<file path="src/slot_hub_defines.svh">
`ifndef SLOT_HUB_DEFINES_SVH
`define SLOT_HUB_DEFINES_SVH

// register byte offsets
`define OFF_CTX_WORD 12'h000
`define OFF_CTX_INFO 12'h004
`define OFF_CTRL 12'h008
`define OFF_DECODE 12'h00C
`define OFF_CHECK 12'h010
`define OFF_WRITEBACK 12'h014
`define OFF_EVENT 12'h018
`define OFF_ROUTE 12'h01C

// context word field positions
`define HUB_SLOT_MSB 7
`define HUB_SLOT_LSB 0
`define HUB_PORT_MSB 15
`define HUB_PORT_LSB 8
`define THINK_MSB 17
`define THINK_LSB 16
`define RSVD_MSB 21
`define RSVD_LSB 18
`define INTR_MSB 31
`define INTR_LSB 22

// info register layout: speed, hub flag, root attach, top rank, higher-rank parent
`define INFO_SPEED_MSB 3
`define INFO_SPEED_LSB 0
`define INFO_HUB_BIT 4
`define INFO_ROOT_BIT 5
`define INFO_TOPRANK_BIT 6
`define INFO_HIRANK_BIT 7

// speed codes
`define SPEED_FS 4'h1
`define SPEED_LS 4'h2
`define SPEED_HS 4'h3

// think time: fs bit times per code step
`define THINK_STEP_BITS 6'h08
`define INTR_COUNT_RESET 10'h008

// axi responses
`define RESP_OKAY 2'h0
`define RESP_SLVERR 2'h2

`endif

</file>
<file path="src/slot_hub_pkg.sv">
package slot_hub_pkg;
	typedef enum logic [1:0] {
		wr_idle_type_s,
		wr_resp_type_s
	} wr_state_type;
	typedef logic [31:0] word_type;
endpackage

</file>
<file path="src/slot_hub_fields.sv">
// Implementation choices: the AXI4-Lite register port and the address map.
`timescale 1ns/10ps
`include "slot_hub_defines.svh"
module slot_hub_fields (
	input wire logic clk_i,
	input wire logic nrst_i,
	input wire logic [11:0] s_axi_awaddr,
	input wire logic s_axi_awvalid,
	output logic s_axi_awready,
	input wire logic [31:0] s_axi_wdata,
	input wire logic [3:0] s_axi_wstrb,
	input wire logic s_axi_wvalid,
	output logic s_axi_wready,
	output logic [1:0] s_axi_bresp,
	output logic s_axi_bvalid,
	input wire logic s_axi_bready,
	input wire logic [11:0] s_axi_araddr,
	input wire logic s_axi_arvalid,
	output logic s_axi_arready,
	output logic [31:0] s_axi_rdata,
	output logic [1:0] s_axi_rresp,
	output logic s_axi_rvalid,
	input wire logic s_axi_rready,
	input wire logic event_i,
	output logic [9:0] event_target_o,
	output logic event_route_o,
	output logic [5:0] think_gap_o
);
	import slot_hub_pkg::*;

	wr_state_type wr_state_reg, wr_state_next;
	logic aw_have_reg, aw_have_next, w_have_reg, w_have_next;
	logic [11:0] aw_addr_reg, aw_addr_next;
	logic [31:0] w_data_reg, w_data_next;
	logic [3:0] w_strb_reg, w_strb_next;
	logic [1:0] bresp_reg, bresp_next;
	logic rvalid_reg, rvalid_next;
	logic [31:0] rdata_reg, rdata_next;
	logic [1:0] rresp_reg, rresp_next;
	logic awready_reg, awready_next, wready_reg, wready_next, arready_reg, arready_next, bvalid_reg, bvalid_next;
	word_type ctx_reg, ctx_next;
	logic [7:0] info_reg, info_next;
	logic [9:0] intr_count_reg, intr_count_next;
	logic [9:0] target_reg, target_next;
	logic route_reg, route_next;
	logic [5:0] gap_reg, gap_next;
	logic [31:0] errs_reg, errs_next;
	logic [5:0] gap_dec;
	logic [31:0] wb_word;
	logic [31:0] chk;
	logic [31:0] wr_merged, wr_cur;
	logic [31:0] rd_val;
	logic rd_ok;
	logic is_lsfs, is_hs, is_hs_hub, behind_tt, behind_rank, zero_case;
	logic [7:0] f_slot, f_port;
	logic [1:0] f_think;
	logic [9:0] f_intr;

	think_time_decode u_think (
		.code_i(f_think),
		.gap_bits_o(gap_dec)
	);

	// field decode
	always_comb
	begin
		f_slot = ctx_reg[`HUB_SLOT_MSB:`HUB_SLOT_LSB];
		f_port = ctx_reg[`HUB_PORT_MSB:`HUB_PORT_LSB];
		f_think = ctx_reg[`THINK_MSB:`THINK_LSB];
		f_intr = ctx_reg[`INTR_MSB:`INTR_LSB];
		is_lsfs = (info_reg[`INFO_SPEED_MSB:`INFO_SPEED_LSB] == `SPEED_FS)
			|| (info_reg[`INFO_SPEED_MSB:`INFO_SPEED_LSB] == `SPEED_LS);
		is_hs = info_reg[`INFO_SPEED_MSB:`INFO_SPEED_LSB] == `SPEED_HS;
		is_hs_hub = is_hs && info_reg[`INFO_HUB_BIT];
		zero_case = info_reg[`INFO_ROOT_BIT] || is_hs || info_reg[`INFO_TOPRANK_BIT];
		behind_tt = is_lsfs && !zero_case;
		behind_rank = !is_lsfs && !zero_case && info_reg[`INFO_HIRANK_BIT];
		chk = 32'h0000_0000;
		chk[0] = behind_tt && (f_slot == 8'h00);
		chk[1] = behind_rank && (f_slot == 8'h00);
		chk[2] = behind_tt && (f_port == 8'h00);
		chk[3] = behind_rank && (f_port == 8'h00);
		chk[4] = zero_case && ((f_slot != 8'h00) || (f_port != 8'h00));
		chk[5] = !is_hs_hub && (f_think != 2'h0);
		chk[6] = f_intr >= intr_count_reg;
		// clean copy for writeback, reserved bits zero
		wb_word = ctx_reg;
		wb_word[`RSVD_MSB:`RSVD_LSB] = 4'h0;
	end

	// write-strobe merge
	always_comb
	begin
		wr_merged = 32'h0000_0000;
		wr_cur = rd_sel(aw_addr_reg);
		for (int i = 0; i < 4; i++)
		begin
			wr_merged[i*8 +: 8] = w_strb_reg[i] ? w_data_reg[i*8 +: 8] : wr_cur[i*8 +: 8];
		end
	end

	function automatic logic [31:0] rd_sel(input logic [11:0] a);
		unique case (a)
			`OFF_CTX_WORD: rd_sel = ctx_reg;
			`OFF_CTX_INFO: rd_sel = {24'h000000, info_reg};
			`OFF_CTRL: rd_sel = {22'h000000, intr_count_reg};
			`OFF_DECODE: rd_sel = {8'h00, gap_reg, f_think, f_port, f_slot};
			`OFF_CHECK: rd_sel = errs_reg;
			`OFF_WRITEBACK: rd_sel = wb_word;
			`OFF_EVENT: rd_sel = {21'h000000, route_reg, target_reg};
			`OFF_ROUTE: rd_sel = {22'h000000, f_intr};
			default: rd_sel = 32'h0000_0000;
		endcase
	endfunction

	always_comb
	begin
		rd_ok = (s_axi_araddr[1:0] == 2'h0) && (s_axi_araddr <= `OFF_ROUTE);
		rd_val = rd_sel(s_axi_araddr);
	end

	// bus and state next values
	always_comb
	begin
		wr_state_next = wr_state_reg;
		aw_have_next = aw_have_reg;
		w_have_next = w_have_reg;
		aw_addr_next = aw_addr_reg;
		w_data_next = w_data_reg;
		w_strb_next = w_strb_reg;
		bresp_next = bresp_reg;
		rvalid_next = rvalid_reg;
		rdata_next = rdata_reg;
		rresp_next = rresp_reg;
		ctx_next = ctx_reg;
		info_next = info_reg;
		intr_count_next = intr_count_reg;
		target_next = target_reg;
		route_next = 1'b0;
		gap_next = is_hs_hub ? gap_dec : 6'h00;
		errs_next = chk;
		unique case (wr_state_reg)
			wr_idle_type_s:
			begin
				if (s_axi_awvalid && !aw_have_reg)
				begin
					aw_have_next = 1'b1;
					aw_addr_next = s_axi_awaddr;
				end
				if (s_axi_wvalid && !w_have_reg)
				begin
					w_have_next = 1'b1;
					w_data_next = s_axi_wdata;
					w_strb_next = s_axi_wstrb;
				end
				if (aw_have_reg && w_have_reg)
				begin
					aw_have_next = 1'b0;
					w_have_next = 1'b0;
					bresp_next = `RESP_OKAY;
					wr_state_next = wr_resp_type_s;
					unique case (aw_addr_reg)
						`OFF_CTX_WORD: ctx_next = wr_merged;
						`OFF_CTX_INFO: info_next = wr_merged[7:0];
						`OFF_CTRL: intr_count_next = wr_merged[9:0];
						default: bresp_next = `RESP_SLVERR;
					endcase
				end
			end
			wr_resp_type_s:
			begin
				if (s_axi_bready)
				begin
					wr_state_next = wr_idle_type_s;
				end
			end
		endcase
		if (rvalid_reg)
		begin
			if (s_axi_rready)
			begin
				rvalid_next = 1'b0;
			end
		end
		else if (s_axi_arvalid && arready_reg)
		begin
			rvalid_next = 1'b1;
			rdata_next = rd_ok ? rd_val : 32'h0000_0000;
			rresp_next = rd_ok ? `RESP_OKAY : `RESP_SLVERR;
		end
		// slot events go to the programmed interrupter
		if (event_i)
		begin
			target_next = f_intr;
			route_next = 1'b1;
		end
		// each ready is a one-cycle pulse after valid is seen
		awready_next = (wr_state_reg == wr_idle_type_s) && s_axi_awvalid && !aw_have_reg && !awready_reg;
		wready_next = (wr_state_reg == wr_idle_type_s) && s_axi_wvalid && !w_have_reg && !wready_reg;
		arready_next = !rvalid_reg && s_axi_arvalid && !arready_reg;
		bvalid_next = wr_state_next == wr_resp_type_s;
	end

	always_ff @(posedge clk_i)
	begin
		if (!nrst_i)
		begin
			wr_state_reg <= wr_idle_type_s;
			aw_have_reg <= 1'b0;
			w_have_reg <= 1'b0;
			aw_addr_reg <= 12'h000;
			w_data_reg <= 32'h0000_0000;
			w_strb_reg <= 4'h0;
			bresp_reg <= `RESP_OKAY;
			rvalid_reg <= 1'b0;
			rdata_reg <= 32'h0000_0000;
			rresp_reg <= `RESP_OKAY;
			ctx_reg <= 32'h0000_0000;
			info_reg <= 8'h00;
			intr_count_reg <= `INTR_COUNT_RESET;
			target_reg <= 10'h000;
			route_reg <= 1'b0;
			gap_reg <= 6'h00;
			errs_reg <= 32'h0000_0000;
			awready_reg <= 1'b0;
			wready_reg <= 1'b0;
			arready_reg <= 1'b0;
			bvalid_reg <= 1'b0;
		end
		else
		begin
			wr_state_reg <= wr_state_next;
			aw_have_reg <= aw_have_next;
			w_have_reg <= w_have_next;
			aw_addr_reg <= aw_addr_next;
			w_data_reg <= w_data_next;
			w_strb_reg <= w_strb_next;
			bresp_reg <= bresp_next;
			rvalid_reg <= rvalid_next;
			rdata_reg <= rdata_next;
			rresp_reg <= rresp_next;
			ctx_reg <= ctx_next;
			info_reg <= info_next;
			intr_count_reg <= intr_count_next;
			target_reg <= target_next;
			route_reg <= route_next;
			gap_reg <= gap_next;
			errs_reg <= errs_next;
			awready_reg <= awready_next;
			wready_reg <= wready_next;
			arready_reg <= arready_next;
			bvalid_reg <= bvalid_next;
		end
	end

	assign s_axi_awready = awready_reg;
	assign s_axi_wready = wready_reg;
	assign s_axi_arready = arready_reg;
	assign s_axi_bvalid = bvalid_reg;
	assign s_axi_bresp = bresp_reg;
	assign s_axi_rvalid = rvalid_reg;
	assign s_axi_rdata = rdata_reg;
	assign s_axi_rresp = rresp_reg;
	assign event_target_o = target_reg;
	assign event_route_o = route_reg;
	assign think_gap_o = gap_reg;
endmodule

</file>
<file path="src/think_time_decode.sv">
`timescale 1ns/10ps
`include "slot_hub_defines.svh"
module think_time_decode (
	input wire logic [1:0] code_i,
	output logic [5:0] gap_bits_o
);
	// code n gives (n+1) x 8 fs bit times
	always_comb
	begin
		gap_bits_o = 6'({4'h0, code_i} + 6'h01) * `THINK_STEP_BITS;
	end
endmodule
</file>
<file path="config.mk">
export PLATFORM = sky130hd
export DESIGN_NAME = slot_hub_fields
export DESIGN_NICKNAME = d
export VERILOG_FILES = /design/src/slot_hub_pkg.sv /design/src/slot_hub_fields.sv /design/src/think_time_decode.sv
export VERILOG_INCLUDE_DIRS = /design/src
export SDC_FILE = /design/constraint.sdc
export NUM_CORES = 1
export LEC_CHECK = 0
export BUFFER_PORTS_ARGS = -buffer_cell sky130_fd_sc_hd__buf_2
export CAP_MARGIN = 25
export CORE_ASPECT_RATIO = 1.4
export CORE_MARGIN = 3
export CORE_UTILIZATION = 35
export DETAILED_ROUTE_END_ITERATION = 6
export PLACE_DENSITY = 0.63
export SYNTH_ARGS = -nofsm -noshare
export SYNTH_HDL_FRONTEND = slang
export SYNTH_SLANG_ARGS = --single-unit
</file>
<file path="constraint.sdc">
create_clock -name clk_i -period 5.85 [get_ports clk_i]
set_input_delay 0.2925 -clock clk_i [delete_from_list [all_inputs] [get_ports clk_i]]
set_output_delay 0.2925 -clock clk_i [all_outputs]
set_load 0.03 [all_outputs]
</file>
## After elaboration in Yosys (flattened, before gate mapping)

Index checks and enable logic that the tools add are counted.

- Bits in registers: 192
- Input port bits: 68
- Output and inout bits: 58

- $add $sub $neg: 1
- Order comparisons: 2
- Equality and inequality tests: 14
- Muxes and demuxes: 20
- Bitwise gates (word level): 1
- Reductions and logical operators: 64

Operators with widths:

| cell | number |
|---|---|
| $pmux 32 s8 | 1 |
| $pmux 32 s2 | 1 |
| $eq 12x5->1 const B | 4 |
| $eq 12x4->1 const B | 3 |
| $mux 32 | 1 |
| $mux 8 | 4 |
| $eq 12x3->1 const B | 2 |
| $logic_not 12->1 | 2 |
| $logic_and 1x1->1 | 23 |
| $logic_not 8->1 | 2 |
| $reduce_bool 8->1 | 2 |
| $reduce_and 2->1 | 7 |
| $le 12x5->1 const B | 1 |
| $reduce_and 4->1 | 3 |
| $ge 10x10->1 | 1 |
| $logic_not 1->1 | 9 |
| $reduce_and 3->1 | 3 |
| $reduce_bool 3->1 | 3 |
| $eq 4x2->1 const B | 2 |
| $mux 1 | 8 |
| $mux 2 | 4 |
| $reduce_bool 2->1 | 3 |
| $eq 2x1->1 const B | 2 |
| $eq 4x1->1 const B | 1 |
| 6 further kinds | 10 |

## Depth between registers and ports, before layout

Gate-level depths: netlist (run 1).

- Word-level depth: 7
- Depth in mapped cells: 7

## Hierarchy

Synthesis (run 1) repeated with hierarchy kept, for this count alone.

- Cells, all modules: 829
- Area total of the unflattened synthesis: 7,312.0 um^2

By module, submodules not included:

| module | times used | cells each | area each (um^2) |
|---|---|---|---|
| slot_hub_fields | 1 | 823 | 7,269.5 |
| think_time_decode | 1 | 6 | 42.5 |

## Worst setup path after synthesis (run 1)

No wires, ideal clock.

- Path kind: reg2reg
- Start point: register aw_addr_reg[0]
- End point: register ctx_reg[3]
- Library setup time: 116 ps
- Arrival time: 1,942 ps
- Data required time: 5,734 ps
- Setup slack: 3,792 ps
- Stages on the path, launching flop included: 6
- Buffers on the path: 1
- Period minus slack after synthesis: 2,058 ps
- Cells stage by stage: dfxtp_1 or4_4 or4_1 buf_2 a221o_1 a31o_1

- Cells in the longest elaborated chain, start to end: 3
- Elaborated cells on any way between the ends: 6
- Classes of those cells: eq/ne: 2; mux: 2; reduce/logical: 2

RTL lines:

| what | line | text |
|---|---|---|
| start: declaration | slot_hub_fields.sv:33 | `logic [11:0] aw_addr_reg, aw_addr_next;` |
| start signal: assignment | slot_hub_fields.sv:235 | `aw_addr_reg <= aw_addr_next;` |
| $eq 12x4->1 / $eq 12x3->1 (equally long branches) | slot_hub_fields.sv:103 | `unique case (a)` |
| $pmux 32 s2 | slot_hub_fields.sv:103 |  |
| $mux 8 | slot_hub_fields.sv:98 | `wr_merged[i*8 +: 8] = w_strb_reg[i] ? w_data_reg[i*8 +: 8] : wr_cur[i*8 +: 8];` |
| end signal: assignment | slot_hub_fields.sv:242 | `ctx_reg <= ctx_next;` |
| end: declaration | slot_hub_fields.sv:41 | `word_type ctx_reg, ctx_next;` |

Several ways; a longest one is shown, not always the timed one. The select of a mux whose other input is x is not followed.
A chain may end at the register's enable or synchronous reset.

==> key figures, run 1 <==
Placement
  • RD Place Congestion: ~0.86
  • DP HPWL: about 15,000 µm
  • Inst Count DP: 1,172
  • # port buffers: 120

Floorplan
  • Initial core utilization: 35.9%
  • I/O pin count: between 100 and 150
  • Core area: between 15,000 and 20,000 µm²
  • Die ar.: 21,700 µm²
  • Site Rows: 60
  • Die Height: between 150 and 200 µm
  • Die Wd: 125 µm

Drt
  • DR top layer: met4
  • WL/cell: ~17 µm
  • Antenna-violating nets left: 0
  • Met3 wire length: around 1300 µm
  • Drt total wl: between 20,000 and 25,000 µm
  • Initial DRC Count: about 500
  • Residual DRC: 0
  • DR WL met2: just under 10,000 µm
  • Via density per instance: approximately 5.4
  • Initial DRT Pass Iterations: 5
  • Via count: ~6,500
  • M1 WL: 8930 µm

Worst setup path
  • CP Data Required Time: about 6.2 ns
  • Crit. Startpoint: nrst_i
  • Arrival time worst endpoint: roughly 3.1 ns
  • Crit Path Class: primary input to flop
  • FF-to-FF Start: aw_addr_reg[0]
  • Worst-path fanout max: 53
  • Startpoint types: primary input
  • CP endpoint kind: flop

Global routing
  • GRT overflow: 0
  • First-pass GRT wire length: about 33,000 µm
  • All-Layer GR Usage: 18.7%
  • Pin count of the biggest net entering global routing: between 60 and 70
  • Antenna violations before repair: 0
  • Vias in the first global route: about 6,200

Layout
  • Share of cells above drive strength 1: roughly 18%
  • # diodes: 0
  • Nets: 1,024
  • Post-Layout Cell Count: between 1,000 and 1,500
  • Filler cells: 1,988
  • Seq. cell area: ~3200 µm²
  • Area grow syn2layout: 19.7%
  • Multi-input gate area: 3470 µm²

Synth
  • Mapped Cells: roughly 850
  • Yosys top cell area share: a little under half
  • Cell Area, Synth: approximately 7000 µm²
  • Synth area leaders: dfxtp_1 (46%), nand2_1 (9.3%), a21oi_1 (7.2%)
  • YS warnings: 0
  • Synth top cells by count: nand2_1 (173), dfxtp_1 (162), a21oi_1 (100)
  • Syn avg cell area: around 8.2 µm²
  • Synthesized flop and latch total: 162
  • Post-synth EDFFs: 0
  • Fraction of registers with async set/reset: 0%
  • Seq/Total Area, Yosys: around 46%
  • Synth area leader: dfxtp_1
  • Ys flop type: dfxtp_1
  • Synth cell types: 61
  • Top-count cell post-synth: nand2_1

STA
  • Final Critical Period: approximately 2.7 ns
  • Actual slew at the worst max-slew pin: ~0.97 ns
  • Fin Setup TNS: 0 ns
  • Worst rel slew slack: a little over a third
  • Clock skew: a little over 0.006 ns
  • Final setup vio count: 0
  • Max Transition Viols Final: 0
  • Period utilization: between 40% and 50%
  • Final Hold Vio Count: 0
  • RSZ-0062 raised after global routing: false
  • Max frequency: around 370 MHz

Job
  • Max-capacitance violation count: 0

Min path
  • Min-Delay Path Class: primary input to flop
  • Hold Path Origin: s_axi_bready

Power
  • Pwr Density: approximately 300 nW/µm²
  • Tot Pwr: 2510 µW
  • Maximum vdd ir drop: between 0.00015 and 0.0002 V
  • P_leak: approximately 0.0034 µW

CTS
  • Post-CTS resize count: 0
  • Setup Buffers After CTS: 0
  • CTS clk-pin slew, worst paths: 0.06 ns
  • # hold bufs at CTS: 0
  • CTS buffer count: 17
  • Clk sink count: approximately 160
  • H-tree lvl count: 4
  • Clock buffer depth: 2
  • Worst skew pair latency: 0.43 ns
  • Clk root buf: clkbuf_16
  • CTS tree: built

Run status
  • Status: finished, final reports clean
## layer usage
metal / up-vias / GRT usage, %
li1: 3191 / -
met1: 3037 / 24.0
met2: 218 / 30.7
met3: 34 / 4.60
met4: 0 / 6.60
met5: - / 0
## logic make-up after synthesis
kind of cell	share of synthesized area, %
buf+inv	4.28
fa+ha+maj	2.15
xor+xnor	0.376
other cells	0.0537
compound gates	20.4
simple gates	23.5
mux	2.88
flops	46.4
## power by group
part	switching, µW	total, µW	leakage, µW	internal (µW)
registers	24.8	1160	0.00131	1130
clock network	441	1150	0.000291	712
logic	135	199	0.00175	63.9
total	601	2510	0.00335	1910
## cell type report
cell class              instances  area share, %
inverters                      17          0.778
multi-input cells             618           41.4
clock inverters                 8           1.51
clock buffers                  22           5.79
repair buffers                128           7.99
flip-flops and latches        162           38.8
well taps                     248           3.71
## metrics by stage
| stage | instance area [µm²] | setup WS, ns | utilization, % | hold slack [ns] |
|---|---|---|---|---|
| global placement | 7730 | 2.80 | 39.8 | 0.411 |
| floorplan | 7000 | 3.79 | - | 0.426 |
| detailed placement | 7740 | 2.80 | 39.8 | 0.410 |
| CTS | 8360 | 3.23 | 43.0 | 0.0783 |
| finish | 8360 | 3.14 | 43.0 | 0.0922 |
| global route | 8360 | 2.96 | 43.0 | 0.0978 |
## cells in the final DEF, fill, tap and decap left out, types with 6 or more instances in the layout
cell	instances
a211oi_1	7
a21oi_1	100
a22o_1	6
a22oi_1	26
a31oi_1	9
a32oi_1	6
and2_1	13
and3_1	13
buf_2	120
buf_4	6
clkbuf_16	17
dfxtp_1	162
ha_1	12
inv_1	16
mux2i_1	19
nand2_1	173
nand2b_1	8
nand3_1	28
nand3b_1	7
nor2_1	50
nor3_1	18
nor4_1	10
o21ai_0	32
o2bb2ai_1	6
o31ai_1	6
## worst max-delay path, cell delays in order
cell and delay, ns:
buf_2 0.07, buf_4 0.40, clkinv_2 0.74, nor2_1 1.01, a31oi_1 0.22, a21oi_1 0.18
a31o_2 0.12
## worst paths after layout
path | to | slack [ns] | cells past startpoint
max | intr_count_reg[6] | 3.14 | 7
min | wr_state_reg[0] | 0.09 | 2
max reg2reg | intr_count_reg[3] | 3.23 | 5
min reg2reg | s_axi_wready | 0.42 | 1
No activity file was read; power rests on OpenSTA's default activity.
==> inputs of run 2 (changes only) <==
--- a/config.mk
+++ b/config.mk
@@ -12,7 +12,7 @@
 export CORE_MARGIN = 3
 export CORE_UTILIZATION = 35
 export DETAILED_ROUTE_END_ITERATION = 6
-export PLACE_DENSITY = 0.63
+export PLACE_DENSITY = 0.65
 export SYNTH_ARGS = -nofsm -noshare
 export SYNTH_HDL_FRONTEND = slang
 export SYNTH_SLANG_ARGS = --single-unit
==> constraint.sdc (replaced) <==
create_clock -name clk_i -period 2.3 [get_ports clk_i]
set_input_delay 0.115 -clock clk_i [delete_from_list [all_inputs] [get_ports clk_i]]
set_output_delay 0.115 -clock clk_i [all_outputs]
set_load 0.03 [all_outputs]
==> key figures, run 2 (synthesis results as in run 1) <==
STA
  • RSZ-0062 raised after global routing: false
  • Actual slew at the worst max-slew pin: 0.757 ns (-0.214 ns)
  • Worst rel slew slack: 49.6% (+14 points)
  • Final Critical Period: approximately 2.2 ns
  • Max frequency: between 400 and 500 MHz
  • Max Transition Viols Final: 0 (unchanged)
  • Final Hold Vio Count: 0 (unchanged)
  • Period utilization: a little over nine tenths
  • Fin Setup TNS: 0 ns (unchanged)
  • Clock skew: 0.00904 ns (+0.00294 ns)
  • Final setup vio count: 0 (unchanged)

Layout
  • Area grow syn2layout: 29.7%
  • Commonest non-fill, non-tap cell in the layout: nand2_1
  • Nets: 1,099 (+7.3%)
  • Share of cells above drive strength 1: 19.7% (+1.2 points)
  • # diodes: 0 (unchanged)
  • Post-Layout Cell Count: 1,280 (+6.4%)
  • Most frequent cells in the layout: nand2_1 (173), dfxtp_1 (162), buf_2 (120), a21oi_1 (100), dlygate4sd3_1 (51)
  • Core Util, Final: 46.6% (+3.6 points)
  • Multi-input gate area: 3470 µm² (unchanged)
  • Seq. cell area: 3240 µm² (unchanged)
  • Filler cells: 1,934 (-2.7%)

Global routing
  • Pin count of the biggest net entering global routing: 53 (-22%)
  • All-Layer GR Usage: 19.7% (+0.95 points)
  • GRT overflow: 0 (unchanged)
  • Antenna violations before repair: 0 (unchanged)
  • First-pass GRT wire length: 34,600 µm (+5.1%)
  • Vias in the first global route: 6,537 (+4.6%)

Drt
  • Antenna-violating nets left: 0 (unchanged)
  • WL/cell: 16.8 µm (-2.0%)
  • Drt total wl: 21,500 µm (+4.3%)
  • Initial DRT Pass Iterations: 5 (unchanged)
  • Via count: 6,839 (+5.5%)
  • Via density per instance: 5.34 (-0.81%)
  • Initial DRC Count: 437 (-12%)
  • Residual DRC: 0 (unchanged)

CTS
  • CTS buffer count: 17 (unchanged)
  • Worst skew pair latency: 0.43 ns (about the same)
  • CTS tree: built
  • CTS clk-pin slew, worst paths: 0.07 ns (about the same)
  • Post-CTS resize count: 0 (unchanged)
  • Clk root buf: clkbuf_16
  • Setup Buffers After CTS: 0 (unchanged)
  • H-tree lvl count: 4 (unchanged)
  • # hold bufs at CTS: 51 (+51)
  • Clock buffer depth: 2 (unchanged)
  • Clk sink count: 162 (unchanged)

Min path
  • Hold Path Sink: w_have_reg
  • Hold Path Cell Cnt: 3 (+1)
  • Hold Path Origin: s_axi_wvalid
  • Min-Delay Path Class: primary input to flop

Power
  • Maximum vdd ir drop: 0.000456 V (+170%)
  • P_leak: 0.00369 µW (+10%)
  • Pwr Density: 715 nW/µm² (+140%)

Placement
  • DP HPWL: 15,400 µm (+4.0%)
  • # port buffers: 120 (unchanged)
  • Inst Count DP: 1,197 (+2.1%)
  • RD Place Congestion: 0.883 (+2.6%)

Worst setup path
  • Stages on worst setup path: 5 (-2)
  • Critical path, cell by cell: nor4_1, nand4_1, a221o_1, and2_1, o221a_2
  • FF-to-FF Start: aw_addr_reg[7]
  • R2R Setup Slk: 0.12 ns (-3.11 ns)
  • CP Data Required Time: 2.62 ns (-3.60 ns)
  • Worst-path fanout max: 4 (-92%)
  • Critical path's top delay family: simple AND/OR/NAND/NOR gates
  • Crit. Startpoint: aw_addr_reg[7]
  • Startpoint types: flop
  • Worst reg2reg path depth: 5 (unchanged)
  • Crit Path Class: flop to flop
  • Arrival time worst endpoint: 2.50 ns (-0.58 ns)
  • Slowest stage cell on the critical path: nor4_1
  • Max incr delay on CP: 0.54 ns (-0.47 ns)
  • CP endpoint kind: flop
  • Critical path buffers and inverters: 0 (-3)
  • Worst reg2reg endpoint: info_reg[2]

Floorplan
  • Die Wd: 125 µm (unchanged)
  • Die ar.: 21,700 µm² (unchanged)
  • I/O pin count: 126 (unchanged)
  • Initial core utilization: 35.9% (unchanged)
  • Die Height: 173 µm (unchanged)
  • Core area: 19,400 µm² (unchanged)
  • Site Rows: 60 (unchanged)

Run status
  • Status: finished, final reports clean

Job
  • Max-capacitance violation count: 0 (unchanged)
run 2: changes by cell type in the layout (fill, tap and decap cells not counted):
cell,change
clkbuf_8,-1
buf_8,-1
clkbuf_4,-1
clkinv_2,-1
bufinv_16,-1
clkbuf_1,-1
inv_8,+1
dlygate4sd3_1,+51
inv_6,+4
buf_4,+25
buf_12,+1
clkinvlp_4,+1
run 2: layout make-up:
class                      instances  area share [%]
clock buffer                      20            5.15
tap                              248            3.42
inverter                          17           0.718
sequential                       162            35.8
clock inverter                    12            1.60
timing repair buffer             203            15.1
multi-input combinational        618            38.3
run 2: how the worst max path moves through the flow:
stage                  end  slack [ns]
2_1_floorplan   ctx_reg[3]        0.24
4_1_cts        info_reg[2]        0.15
3_5_place_dp   info_reg[2]        0.17
5_1_grt        info_reg[4]       0.007
6_report       info_reg[2]        0.12
3_3_place_gp   info_reg[2]        0.22
run 2: routing by layer:
metal | wire, µm | global-route usage (%) | vias up
li1 | - | - | 3348
met1 | 9000 | 24.7 | 3211
met3 | 1210 | 4.17 | 35
met2 | 10800 | 33.5 | 245
met4 | 503 | 6.69 | 0
met5 | 0 | 0 | -
run 2: metrics by stage:
stage,power [µW],setup slack (ns),hold WS [ns],instance area [µm²]
after floorplan,3330,0.242,0.248,7000
after global placement,3540,0.216,0.343,7940
after detailed placement,3540,0.167,0.348,7940
after CTS,6510,0.150,0.000707,9060
after global routing,6710,0.00673,0.0305,9060
final,6480,0.115,0.0163,9060
run 2: worst min-delay path: stages:
cell	delay (ns)
buf_2	0.09
a21oi_1	0.06
nor3_1	0.13
run 2: report_power, final:
group          switching, µW  total (µW)  internal (µW)  leakage (µW)
clock                   1220        2930           1710      0.000289
sequential              57.0        2940           2880       0.00131
combinational            371         616            245       0.00208
==> inputs of run 3 (changes only) <==
--- a/config.mk
+++ b/config.mk
@@ -6,6 +6,7 @@
 export SDC_FILE = /design/constraint.sdc
 export NUM_CORES = 1
 export LEC_CHECK = 0
+export ABC_AREA = 1
 export BUFFER_PORTS_ARGS = -buffer_cell sky130_fd_sc_hd__buf_2
 export CAP_MARGIN = 25
 export CORE_ASPECT_RATIO = 1.4
==> constraint.sdc (replaced) <==
create_clock -name clk_i -period 2.3 [get_ports clk_i]
set_input_delay 0.23 -clock clk_i [delete_from_list [all_inputs] [get_ports clk_i]]
set_output_delay 0.23 -clock clk_i [all_outputs]
set_load 0.03 [all_outputs]
==> key figures, run 3 <==
Synth
  • Post-synth EDFFs: 0 (unchanged)
  • Top-count cell post-synth: nand2_1
  • Cell Area, Synth: 7270 µm² (+4.1%)
  • Mapped Cells: 1,017 (+20%)
  • Synthesized flop and latch total: 162 (unchanged)
  • Synth top cells by count: nand2_1 (206), dfxtp_1 (162), nor2_1 (132)
  • Syn avg cell area: 7.15 µm² (-13%)
  • Yosys top cell area share: 44.6% (-1.8 points)
  • Synth area leader: dfxtp_1
  • Synth cell types: 36 (-41%)
  • Ys flop type: dfxtp_1
  • Seq/Total Area, Yosys: 44.6% (-1.8 points)
  • Fraction of registers with async set/reset: 0% (unchanged)
  • YS warnings: 0 (unchanged)
  • Synth area leaders: dfxtp_1 (45%), nand2_1 (11%), nand3_1 (8.2%)

STA
  • Fin Setup TNS: 0 ns (unchanged)
  • Max Transition Viols Final: 0 (unchanged)
  • Clock skew: 0.00772 ns (-0.00132 ns)
  • Final setup vio count: 0 (unchanged)
  • Actual slew at the worst max-slew pin: 0.570 ns (-0.187 ns)
  • Final Hold Vio Count: 0 (unchanged)
  • Final Critical Period: 1.78 ns (-0.409 ns)
  • Max frequency: 563 MHz (+23%)
  • Worst rel slew slack: 61.9% (+12 points)
  • Period utilization: 77.2% (-18 points)
  • Setup ws final: 0.524 ns (+0.409 ns)
  • RSZ-0062 raised after global routing: false

Global routing
  • Global Route met3 Usage: 3.78% (-0.39 points)
  • GRT met1 Usage: 22.8% (-1.9 points)
  • Antenna violations before repair: 0 (unchanged)
  • All-Layer GR Usage: 17.9% (-1.8 points)
  • GR Util met2: 30.0% (-3.5 points)
  • Vias in the first global route: 6,369 (-2.6%)
  • GR peak layer: met2
  • GRT overflow: 0 (unchanged)
  • First-pass GRT wire length: 32,400 µm (-6.6%)
  • Pin count of the biggest net entering global routing: 97 (+83%)

Floorplan
  • Die ar.: 22,600 µm² (+3.9%)
  • Core area: 20,100 µm² (+3.6%)
  • I/O pin count: 126 (unchanged)
  • Die Wd: 128 µm (+1.9%)
  • Initial core utilization: 36.1% (+0.16 points)
  • Die Height: 177 µm (+2.0%)
  • Site Rows: 61 (+1.7%)

Layout
  • Nets: 1,204 (+9.6%)
  • Area grow syn2layout: 19.8%
  • Most frequent cells in the layout: nand2_1 (206), dfxtp_1 (162), nor2_1 (132), buf_2 (120), nand3_1 (119)
  • Commonest non-fill, non-tap cell in the layout: nand2_1
  • Share of cells above drive strength 1: 18.6% (-1.1 points)
  • Core Util, Final: 43.2% (-3.4 points)
  • # diodes: 0 (unchanged)

Power
  • Pwr Density: 759 nW/µm² (+6.1%)
  • P_leak: 0.00386 µW (+4.7%)
  • Maximum vdd ir drop: 0.000495 V (+8.4%)

CTS
  • CTS buffer count: 17 (unchanged)
  • Clk root buf: clkbuf_16
  • Clk sink count: 162 (unchanged)
  • Worst skew pair latency: 0.43 ns (about the same)
  • CTS clk-pin slew, worst paths: 0.06 ns (about the same)
  • Clock buffer depth: 2 (unchanged)
  • CTS tree: built
  • H-tree lvl count: 4 (unchanged)
  • Post-CTS resize count: 0 (unchanged)
  • Setup Buffers After CTS: 0 (unchanged)
  • # hold bufs at CTS: 0 (-100%)

Drt
  • Residual DRC: 0 (unchanged)
  • Via density per instance: 4.97 (-6.9%)
  • WL/cell: 14.7 µm (-12%)
  • Initial DRC Count: 595 (+36%)
  • Via count: 6,908 (+1.0%)
  • Antenna-violating nets left: 0 (unchanged)
  • Drt total wl: 20,500 µm (-4.7%)
  • Initial DRT Pass Iterations: 5 (unchanged)

Placement
  • Worst slack, placed: 0.549 ns (+0.382 ns)
  • RD Place Congestion: 0.885 (+0.25%)
  • # port buffers: 120 (unchanged)
  • DP HPWL: 15,000 µm (-2.4%)

Worst setup path
  • Worst-path fanout max: 18 (+14)
  • Crit. Startpoint: aw_addr_reg[8]
  • Worst reg2reg endpoint: info_reg[1]
  • FF-to-FF Start: aw_addr_reg[8]
  • R2R Setup Slk: 0.52 ns (+0.41 ns)
  • Crit path capture: info_reg[1]
  • CP Data Required Time: 2.60 ns (-0.02 ns)
  • CP endpoint kind: flop
  • Crit Path Class: flop to flop
  • Worst reg2reg path depth: 11 (+6)
  • Arrival time worst endpoint: 2.08 ns (-0.42 ns)
  • Startpoint types: flop

Job
  • Max-capacitance violation count: 0 (unchanged)

Min path
  • Min-Delay Path Class: primary input to flop

Run status
  • Status: finished, final reports clean
run 3: cell types whose count changed after synthesis, moves of 19 or more:
cell / change
mux2i_1: -19
a22oi_1: -26
nor2_1: +81
nand3_1: +91
nand2_1: +33
o21ai_0: +49
inv_1: +48
run 3: worst min-delay path by stage:
stage	from	endpoint	slack, ns	cells after the start
final	s_axi_wdata[20]	w_data_reg[20]	0.03	3
after global routing	s_axi_wdata[19]	w_data_reg[19]	0.03	3
after CTS	s_axi_wdata[28]	w_data_reg[28]	0.02	3
after detailed placement	s_axi_awready	s_axi_awready	0.40	1
after global placement	s_axi_awready	s_axi_awready	0.41	1
after floorplan	s_axi_wdata[10]	w_data_reg[10]	0.36	2
run 3: final cells by class:
cell class | count | area (µm²)
multi-input cells | 727 | 3470
clock buffers | 19 | 443
fillers | 2096 | 11400
well taps | 252 | 315
flip-flops and latches | 162 | 3240
inverters | 81 | 305
clock inverters | 13 | 184
repair buffers | 135 | 751
run 3: report_power, final:
part / leakage, µW / switching, µW / internal (µW)
Combinational: 0.00224 / 419 / 190
Sequential: 0.00132 / 74.5 / 2920
Clock: 0.000299 / 1160 / 1850
Total: 0.00386 / 1650 / 4960
run 3: cells by family (layout without fill, tap and decap cells):
logic type	count (synthesis)	after routing	share of synthesized area, %
AND/OR/NAND/NOR	507	507	30.4
buffers and inverters	132	248	7.93
adder cells (fa/ha/maj)	12	12	2.06
other	1	5	0.0516
AO/OA/AOI/OAI	203	203	14.9
flip-flops	162	162	44.6
run 3: metrics by stage:
stage | hold WS, ns | total power, µW | area (µm²) | cells
floorplan | 0.365 | 3480 | 7290 | 1021
global placement | 0.412 | 3660 | 8080 | 1357
global route | 0.0283 | 6860 | 8710 | 1389
finish | 0.0281 | 6610 | 8710 | 1389
CTS | 0.0177 | 6670 | 8710 | 1389
detailed placement | 0.405 | 3670 | 8080 | 1357
run 3: routing by layer:
metal	vias to the layer above	wire length [µm]
li1	3554	-
met1	3120	8980
met2	206	9890
met3	28	1150
met4	0	444
met5	-	0
run 3: critical path, stage by stage, from the launching register on:
cell and delay, ns:
dfxtp_1 0.31, nor2_1 0.11, nand2_1 0.08, nor2_2 0.20, buf_4 0.27, nand2_2 0.10, nand2_2 0.14, inv_2 0.10
nand2_1 0.08, nand3_1 0.08, nand2_1 0.11, a21oi_1 0.07
